==> src/spu_pkg.sv <==
// Package with constants for the stack pointer unit
// How it works
// The stack grows downward, so storing onto it lowers the pointer.
// The pointer always addresses the current top of the stack in data SRAM.
// A single byte push lowers the pointer by one.
// A call or interrupt entry storing a return address lowers the pointer by two.
// A single byte pop raises the pointer by one.
// A subroutine or interrupt return raises the pointer by two.
// Reset loads the pointer with the last SRAM address.
// The pointer is read and written as two byte registers, high at 0x3E and low at 0x3D.
// When the data space fits the low byte, the high byte register is absent.
// Software sets a valid stack area before any call or enabling interrupts.
// A push writes at the current address then decrements; a pop increments then reads.
package spu_pkg;
    // ========================================
    // Register map
    localparam logic [5:0] SPU_ADDR_LOW = 6'h3D;
    localparam logic [5:0] SPU_ADDR_HIGH = 6'h3E;
    // ========================================
    // Reset value and steps
    localparam logic [15:0] SPU_LAST_SRAM_ADDRESS = 16'h08FF;
    localparam logic [15:0] SPU_STEP_BYTE = 16'h0001;
    localparam logic [15:0] SPU_STEP_ADDR = 16'h0002;
    // ========================================
    // Stack operations
    typedef enum logic [2:0] {
        SPU_OP_NONE = 3'b000,
        SPU_OP_PUSH = 3'b001,
        SPU_OP_CALL = 3'b010,
        SPU_OP_POP = 3'b011,
        SPU_OP_RET = 3'b100
    } spu_op_type;
endpackage : spu_pkg

==> src/spu_stack_pointer.sv <==
// Stack pointer unit with its two I/O byte registers
`timescale 1ns/1ps
module spu_stack_pointer #(
    parameter bit HAS_HIGH = 1'b1,
    parameter logic [15:0] LAST_SRAM = spu_pkg::SPU_LAST_SRAM_ADDRESS
) (
    // Clock and reset
    input wire logic clk_i,
    input wire logic rst_n_i,
    // Core stack operation
    input wire spu_pkg::spu_op_type op_i,
    output logic [15:0] sp_o,
    output logic [15:0] mem_addr_o,
    // I/O register access
    input wire logic [5:0] io_addr_i,
    input wire logic io_wr_i,
    input wire logic [7:0] io_wdata_i,
    output logic [7:0] io_rdata_o,
    output logic io_hit_o
);
    logic [15:0] sp_ff;
    logic [15:0] nxt_sp;
    logic [15:0] step_addr;
    logic wr_low;
    logic wr_high;

    // ========================================
    // Arithmetic
    spu_step #(.WIDTH(16)) u_step (
        .cur_i(sp_ff),
        .op_i(op_i),
        .nxt_o(nxt_sp),
        .mem_addr_o(step_addr)
    );

    // Register decode
    assign wr_low = io_wr_i && (io_addr_i == spu_pkg::SPU_ADDR_LOW);
    assign wr_high = io_wr_i && HAS_HIGH && (io_addr_i == spu_pkg::SPU_ADDR_HIGH);

    // ========================================
    // Pointer register; core operation wins over software write in same cycle
    always_ff @(posedge clk_i or negedge rst_n_i) begin
        if (!rst_n_i) begin
            sp_ff <= LAST_SRAM;
        end else if (op_i != spu_pkg::SPU_OP_NONE) begin
            sp_ff <= nxt_sp;
        end else begin
            if (wr_low) begin
                sp_ff[7:0] <= io_wdata_i;
            end
            if (wr_high) begin
                sp_ff[15:8] <= io_wdata_i;
            end
        end
    end

    // ========================================
    // Outputs
    assign sp_o = HAS_HIGH ? sp_ff : {8'h00, sp_ff[7:0]};
    assign mem_addr_o = HAS_HIGH ? step_addr : {8'h00, step_addr[7:0]};

    // Read data
    always_comb begin
        io_rdata_o = 8'h00;
        io_hit_o = 1'b0;
        if (io_addr_i == spu_pkg::SPU_ADDR_LOW) begin
            io_rdata_o = sp_ff[7:0];
            io_hit_o = 1'b1;
        end else if (HAS_HIGH && io_addr_i == spu_pkg::SPU_ADDR_HIGH) begin
            io_rdata_o = sp_ff[15:8];
            io_hit_o = 1'b1;
        end
    end
endmodule : spu_stack_pointer

==> src/spu_step.sv <==
// Pointer arithmetic for one stack operation
`timescale 1ns/1ps
module spu_step #(
    parameter int WIDTH = 16
) (
    // Operation in
    input wire logic [WIDTH-1:0] cur_i,
    input wire spu_pkg::spu_op_type op_i,
    // Results
    output logic [WIDTH-1:0] nxt_o,
    output logic [WIDTH-1:0] mem_addr_o
);
    // ========================================
    // Next pointer and access address
    always_comb begin
        nxt_o = cur_i;
        mem_addr_o = cur_i;
        case (op_i)
            spu_pkg::SPU_OP_PUSH: begin
                nxt_o = cur_i - spu_pkg::SPU_STEP_BYTE[WIDTH-1:0];
            end
            spu_pkg::SPU_OP_CALL: begin
                nxt_o = cur_i - spu_pkg::SPU_STEP_ADDR[WIDTH-1:0];
            end
            spu_pkg::SPU_OP_POP: begin
                nxt_o = cur_i + spu_pkg::SPU_STEP_BYTE[WIDTH-1:0];
                mem_addr_o = nxt_o;
            end
            spu_pkg::SPU_OP_RET: begin
                nxt_o = cur_i + spu_pkg::SPU_STEP_ADDR[WIDTH-1:0];
                mem_addr_o = cur_i + spu_pkg::SPU_STEP_BYTE[WIDTH-1:0];
            end
            default: begin
                nxt_o = cur_i;
            end
        endcase
    end
endmodule : spu_step

==> config.mk <==
export PLATFORM = sky130hd
export DESIGN_NAME = spu_stack_pointer
export DESIGN_NICKNAME = d
export VERILOG_FILES = /design/src/spu_pkg.sv /design/src/spu_stack_pointer.sv /design/src/spu_step.sv
export SDC_FILE = /design/constraint.sdc
export NUM_CORES = 1
export LEC_CHECK = 0
export BUFFER_PORTS_ARGS = -buffer_cell sky130_fd_sc_hd__buf_2
export CAP_MARGIN = 20
export CORE_MARGIN = 5
export CORE_UTILIZATION = 39
export CTS_CLUSTER_DIAMETER = 80
export DETAILED_ROUTE_END_ITERATION = 12
export GPL_TIMING_DRIVEN = 1
export SLEW_MARGIN = 20
export SYNTH_ARGS = -nofsm -noshare
export SYNTH_HDL_FRONTEND = slang
export SYNTH_SLANG_ARGS = --single-unit
==> constraint.sdc <==
create_clock -name clk_i -period 3 [get_ports clk_i]
set_clock_uncertainty 0.2 [all_clocks]
set_input_delay 0.15 -clock clk_i [delete_from_list [all_inputs] [get_ports clk_i]]
set_output_delay 0.15 -clock clk_i [all_outputs]
set_load 0.02 [all_outputs]
==> results.md, run 1 <==
* Post-route setup slack at between 0.2 and 0.25 ns
* Die Area at just under 9000 µm²
* Synth warn at 0
* Number of flip-flops in the largest register at 16
* Post-synthesis sequential area ratio at ~15%
* Period utilization at between 90% and 100%
* Largest net degree at the start of global routing at 27
* Root buffer cell: clkbuf_8
* RSZ-0062 raised after global routing: false
* Final WL at approximately 9400 µm
* Post-CTS Setup Inserts at 0
* Post-Route Setup TNS at 0 ns
* Mapped Cells at 371
* Die W at 93.34 µm
* Clock Pin Slew Worst Setup and Hold Paths at roughly 0.060 ns
* Layout cell share with drive strength beyond 1 at a little under a quarter
* Area growth syn-to-layout at 18.89%
* Initial antenna violation count at 0
* Vias in the first global route at approximately 2,900
* GP Congestion at 0.9355
* Power Dens Cells at 753.6 nW/µm²
* Number of CTS-inserted buffers at 3
* First-pass DRT Iterations at 5
* Switching part of the total at 54.10%
* Max VDD drop at approximately 350 µV
* Core area at roughly 6800 µm²
* Fin crit period at ~2.8 ns
* Syn Area/Cell at around 7.3 µm²
* DR WL/cell at ~18 µm
* Number of synthesized flops with an enable pin at 0
* CTS tree: built
* Via density at 5.851
* Post-synth top flop: dfstp_2
* Initial drt markers at a little over 200
* Slew @ Worst Pin at approximately 0.96 ns
* Internal Power at roughly 0.0011 W
* Pleak at about 1.3 nW
* Row cnt at 30
* Total nets after synthesis at 408
* WP data required at roughly 2.7 ns
* First-pass GRT wire length at approximately 15,000 µm
* Hold Crit Class: input port to register
* Hold Fails Final Rpt at 0
* Final slew viol count at 0
* Design area at 3221 µm²
* # setup viols final at 0
* Slew headroom at between 30% and 40%
* Status: finished, final reports clean
* Fillers at between 600 and 700
* Worst Path Arrival at around 2.5 ns
* I/O Buffers at 60
* Initial Util at roughly two fifths
* Max-cap violations at 0
* H-tree lvl count at 1
* Number of synthesized register bits at 16
* Skew-Pair Late Insertion Delay at around 0.25 ns
* Critical path launch point type: register
* Comb pwr share at between 60% and 70%
* Critical Path Fanout Max at 12
* Diodes inserted at 0
* NetSw at 0.001313 W
* Critical path endpoint category: output pin
* Total number of vias at a little over 3,000
* Post-DP HPWL at ~7400 µm
* Io pins at between 60 and 70
* WS Path Type: register to output pin
* Cell Area, Placed at roughly 3200 µm²
* GRT Resource Usage Total at 21.71%
* Die Y at a little over 90 µm
* Synthesized cell area at 2709 µm²
* Antenna violation net count after detailed routing at 0
* Fin util at 47.40%
* Synth unique cells at 62
* Fmax at about 360 MHz
* Asr flop ratio synth at 100.0%
* GRT overflow at 0
* # nets final at approximately 470
* Clk sink count at 16
* # DRC at 0
* Deepest clock path buffer count at 2
* Clock power frac at approximately 6.7%
* Setup WS pre-CTS at ~0.057 ns
* Sequential group share of total power at a little under a quarter
[worst paths after layout]
path | startpoint | end | slack (ns) | cells after the start
setup / recovery | sp_o[1] | mem_addr_o[14] | 0.20 | 7
hold / removal | io_wdata_i[0] | sp_o[0] | 0.03 | 3
setup reg to reg | sp_o[1] | sp_o[14] | 0.24 | 8
hold reg to reg | sp_o[2] | sp_o[2] | 0.36 | 2
max in group asynchronous | rst_n_i | sp_o[7] | 2.15 | 2
min in group asynchronous | rst_n_i | sp_o[9] | 0.14 | 2
[kinds of logic after synthesis]
| group | synth area share, % |
|---|---|
| simple gates | 26.05 |
| flops | 15.20 |
| fa+ha+maj | 8.499 |
| mux | 2.679 |
| compound gates | 29.61 |
| buf+inv | 5.681 |
| xor+xnor | 12.29 |
[through the flow]
stage / hold WS, ns / total power (W) / std cells
floorplan: -0.3456 / 0.001725 / 371
global placement: -0.1091 / 0.002238 / 518
detailed placement: -0.1203 / 0.002243 / 518
CTS: 0.04161 / 0.002415 / 523
global route: 0.05481 / 0.002629 / 523
finish: 0.03305 / 0.002427 / 523
[power groups by stage]
stage	Combinational (W)	Clock (W)	Sequential, W
4_1_cts	0.00168	0.000165	0.000570
6_report	0.00169	0.000163	0.000577
2_1_floorplan	0.00122	0	0.000503
5_1_grt	0.00185	0.000175	0.000600
3_5_place_dp	0.00167	0	0.000574
3_3_place_gp	0.00167	0	0.000572
[placed cells by master, fill, tap and decap left out, drive strengths merged, types with 6 or more instances in the layout]
cell    instances
ha             16
o21ai          28
o211ai          6
nand4           8
inv            10
a22o           10
nor2           30
buf            78
xor2           18
nor3           17
nand2          34
nand3          11
xnor2          20
a21o            8
dfrtp           7
dfstp           9
a21oi          22
[synthesized netlist by cell type (3+ instances only)]
cell type	count	area [µm²]
nand2_1	34	127.6
nor2_1	30	112.6
o21ai_0	28	140.1
a21oi_1	22	110.1
clkbuf_1	22	82.58
xnor2_1	20	175.2
xor2_1	18	157.7
nor3_1	17	85.08
ha_1	16	200.2
nand3_1	11	55.05
a22o_1	10	87.58
inv_1	10	37.54
dfstp_2	9	236.5
a21o_1	8	60.06
nand4_1	8	50.05
dfrtp_1	7	175.2
o211ai_1	6	45.04
a211oi_1	5	37.54
and2_1	5	31.28
mux2i_1	5	50.05
o22ai_1	5	31.28
or3_1	5	31.28
nand2b_1	4	25.02
nor4_1	4	25.02
o31ai_1	4	30.03
or4_1	4	30.03
a221o_1	3	30.03
a221oi_1	3	26.28
buf_2	3	15.01
[repair_timing]
action	4_1_cts	5_1_grt
setup endpoints to repair	0	1
hold endpoints to repair	16	0
resized for setup	0	1
hold buffers	1	0
[metal layers]
layer	wire length (µm)	GRT usage [%]	up-vias
met1	4470	30.93	1402
met2	4039	33.17	132
met3	626	1.850	24
li1	-	-	1502
met5	0	0	-
met4	311	9.524	0
[layout make-up]
| type | count | area [µm²] | share of cell area (%) |
|---|---|---|---|
| Clock buffer | 4 | 45.04 | 1.399 |
| Tap cell | 96 | 120.1 | 3.730 |
| Multi-Input combinational cell | 317 | 2152 | 66.82 |
| Sequential cell | 16 | 411.6 | 12.78 |
| Timing Repair Buffer | 79 | 445.4 | 13.83 |
| Inverter | 11 | 46.29 | 1.437 |
[worst max-delay path, cell delays in order (launching register included)]
cell	delay [ns]
dfstp_2	0.69
ha_1	0.30
nand3_1	0.25
nor2_2	0.27
nand2_1	0.15
nor3_1	0.20
xor2_1	0.16
buf_2	0.18
Power figures use the tool's default switching activity.
==> inputs of run 2 (changes only) <==
Settings changed: CELL_PAD_IN_SITES_DETAIL_PLACEMENT set to 1, CELL_PAD_IN_SITES_GLOBAL_PLACEMENT set to 2, CORE_UTILIZATION 39 to 32, CTS_BUF_LIST set to sky130_fd_sc_hd__clkbuf_4, PLACE_DENSITY_LB_ADDON set to 0.1.
==> results.md, run 2 (same netlist as run 1, synthesis figures left out) <==
* Hold Fails Final Rpt at 0 (unchanged)
* Critical Path Max Stage Delay at 0.65 ns (was 0.69 ns)
* Critical path launch point type: register (unchanged)
* Clk sink count at 16 (unchanged)
* Total Power at 0.002492 W (was 0.002427 W)
* Critical path endpoint category: output pin (unchanged)
* Largest net degree at the start of global routing at 27 (unchanged)
* First-pass GRT wire length at 18,040 µm (was 15,150 µm)
* Number of CTS-inserted buffers at 3 (unchanged)
* WP data required at 2.65 ns (about the same)
* Fin crit period at 2.783 ns (was 2.796 ns)
* Final slew viol count at 0 (unchanged)
* Antenna violation net count after detailed routing at 0 (unchanged)
* Diodes inserted at 0 (unchanged)
* First-pass DRT Iterations at 4 (was 5)
* Layout Cells excl Fill at 536 (was 523)
* CTS tree: built (unchanged)
* Setup WS pre-CTS at -0.1744 ns (was 0.05728 ns)
* Post-CTS Setup Inserts at 0 (unchanged)
* Die Y at 102.0 µm (was 93.34 µm)
* Vias in the first global route at 3,182 (was 2,897)
* I/O Buffers at 60 (unchanged)
* Io pins at 61 (unchanged)
* CP Launch Point: sp_o[1] (unchanged)
* Root buffer cell: clkbuf_4 (was clkbuf_8)
* Fmax at 359.3 MHz (was 357.6 MHz)
* Die Area at 10,410 µm² (was 8712 µm²)
* GRT overflow at 0 (unchanged)
* Worst path cell trace: buf_4 -> ha_1 -> nand3_4 -> nor2_4 -> nand2_1 -> nor3_1 -> xor2_1 -> buf_2 (was ha_1 -> nand3_1 -> nor2_2 -> nand2_1 -> nor3_1 -> xor2_1 -> buf_2)
* Skew-Pair Late Insertion Delay at 0.29 ns (was 0.25 ns)
* GRT Resource Usage Total at 21.93% (was 21.71%)
* Final WL at 11,380 µm (was 9447 µm)
* Period utilization at 92.78% (was 93.21%)
* Critical Path Fanout Max at 8 (was 12)
* Row cnt at 33 (was 30)
* Worst Path Arrival at 2.43 ns (was 2.45 ns)
* Initial drt markers at 163 (was 204)
* Slowest cell on crit path: dfstp_2 (unchanged)
* Hold Crit Class: input port to register (unchanged)
* Leading cell type in the layout, fill and taps excluded: buf_2 (unchanged)
* DR WL/cell at 21.23 µm (was 18.06 µm)
* Die W at 102.0 µm (was 93.34 µm)
* Layout cell share with drive strength beyond 1 at 24.36% (was 23.19%)
* # DRC at 0 (unchanged)
* Core area at 8217 µm² (was 6794 µm²)
* Initial Util at 32.97% (was 39.87%)
* Hold Crit Start: io_wdata_i[5] (was io_wdata_i[0])
* H-tree lvl count at 1 (unchanged)
* Deepest clock path buffer count at 2 (unchanged)
* Post-DP HPWL at 8980 µm (was 7447 µm)
* Worst flop-to-flop path startpoint: sp_o[4] (was sp_o[1])
* Via density at 5.830 (was 5.851)
* Top delay family on crit path: simple AND/OR/NAND/NOR gates (unchanged)
* Slew headroom at 34.03% (was 36.19%)
* # nets final at 469 (was 465)
* RSZ-0062 raised after global routing: false (unchanged)
* Status: finished, final reports clean (unchanged)
* Post-route setup slack at 0.2167 ns (was 0.2038 ns)
* Max VDD drop at 300.1 µV (was 347.7 µV)
* Max-cap violations at 0 (unchanged)
* Post-Route Setup TNS at 0 ns (unchanged)
* Inst Count DP at 530 (was 518)
* GP Congestion at 0.8646 (was 0.9355)
* CP bufs+invs at 2 (was 1)
* Total number of vias at 3,125 (was 3,060)
* Slew @ Worst Pin at 0.9875 ns (was 0.9551 ns)
* Number of flip-flops in the largest register at 16 (unchanged)
* Pleak at 1.364 nW (was 1.348 nW)
* Area growth syn-to-layout at 20.88% (was 18.89%)
* Commonest cells after routing, fill and taps aside: buf_2, nand2_1, nor2_1 (unchanged)
* Clock Pin Slew Worst Setup and Hold Paths at 0.10 ns (was 0.06 ns)
* Power Dens Cells at 761.2 nW/µm² (was 753.6 nW/µm²)
* # setup viols final at 0 (unchanged)
* Hold_ws at 0.01301 ns (was 0.03305 ns)
* Initial antenna violation count at 0 (unchanged)
* WS Path Type: register to output pin (unchanged)
[run 2: layer usage]
metal | global-route usage (%) | vias to the layer above | wire length [µm] | share of wire (%)
met4 | 5.045 | 0 | 179 | 1.6
li1 | - | 1507 | - | -
met1 | 32.12 | 1519 | 5513 | 48
met2 | 35.38 | 87 | 5126 | 45
met5 | 0 | - | 0 | 0
met3 | 1.229 | 12 | 557 | 4.9
[run 2: stage by stage]
step	cell area (µm²)	utilization [%]
6_report	3274	39.85
5_1_grt	3274	39.85
4_1_cts	3257	39.64
3_3_place_gp	3197	38.91
2_1_floorplan	2720	-
3_5_place_dp	3197	38.91
[run 2: layout make-up]
type | count | area [µm²]
multi-input cells | 317 | 2181
fillers | 1079 | 4942
repair buffers | 83 | 478.0
well taps | 105 | 131.4
flip-flops and latches | 16 | 411.6
inverters | 11 | 46.29
clock buffers | 3 | 22.52
clock inverters | 1 | 3.754
[run 2: final timing paths]
path,endpoint,slack (ns),depth (start not counted)
worst min-delay path,sp_o[5],0.01,3
worst min register to register,sp_o[5],0.34,2
worst max register to register,sp_o[12],0.22,7
worst max-delay path,mem_addr_o[14],0.22,8
min in group asynchronous,sp_o[15],0.12,2
max in group asynchronous,sp_o[7],2.16,2
[run 2: worst min-delay path: cells and delay by family]
kind,cells,cell delay [ns]
buffers and inverters,1,0.10
and+or+nand+nor,1,0.14
AOI/OAI and AO/OA,1,0.10
[run 2: where the power goes]
group | switching (W) | internal [W] | leakage [nW] | total (W)
sequential | 0.000240 | 0.000331 | 0.174 | 0.000571
combinational | 0.00108 | 0.000713 | 1.17 | 0.00180
clock | 0.0000761 | 0.0000482 | 0.0154 | 0.000124
[run 2: timing repair]
action	4_1_cts	5_1_grt
endpoints found under the setup margin	4	2
gates resized for setup	3	3
hold buffers	2	0
hold endpoints to repair	17	0
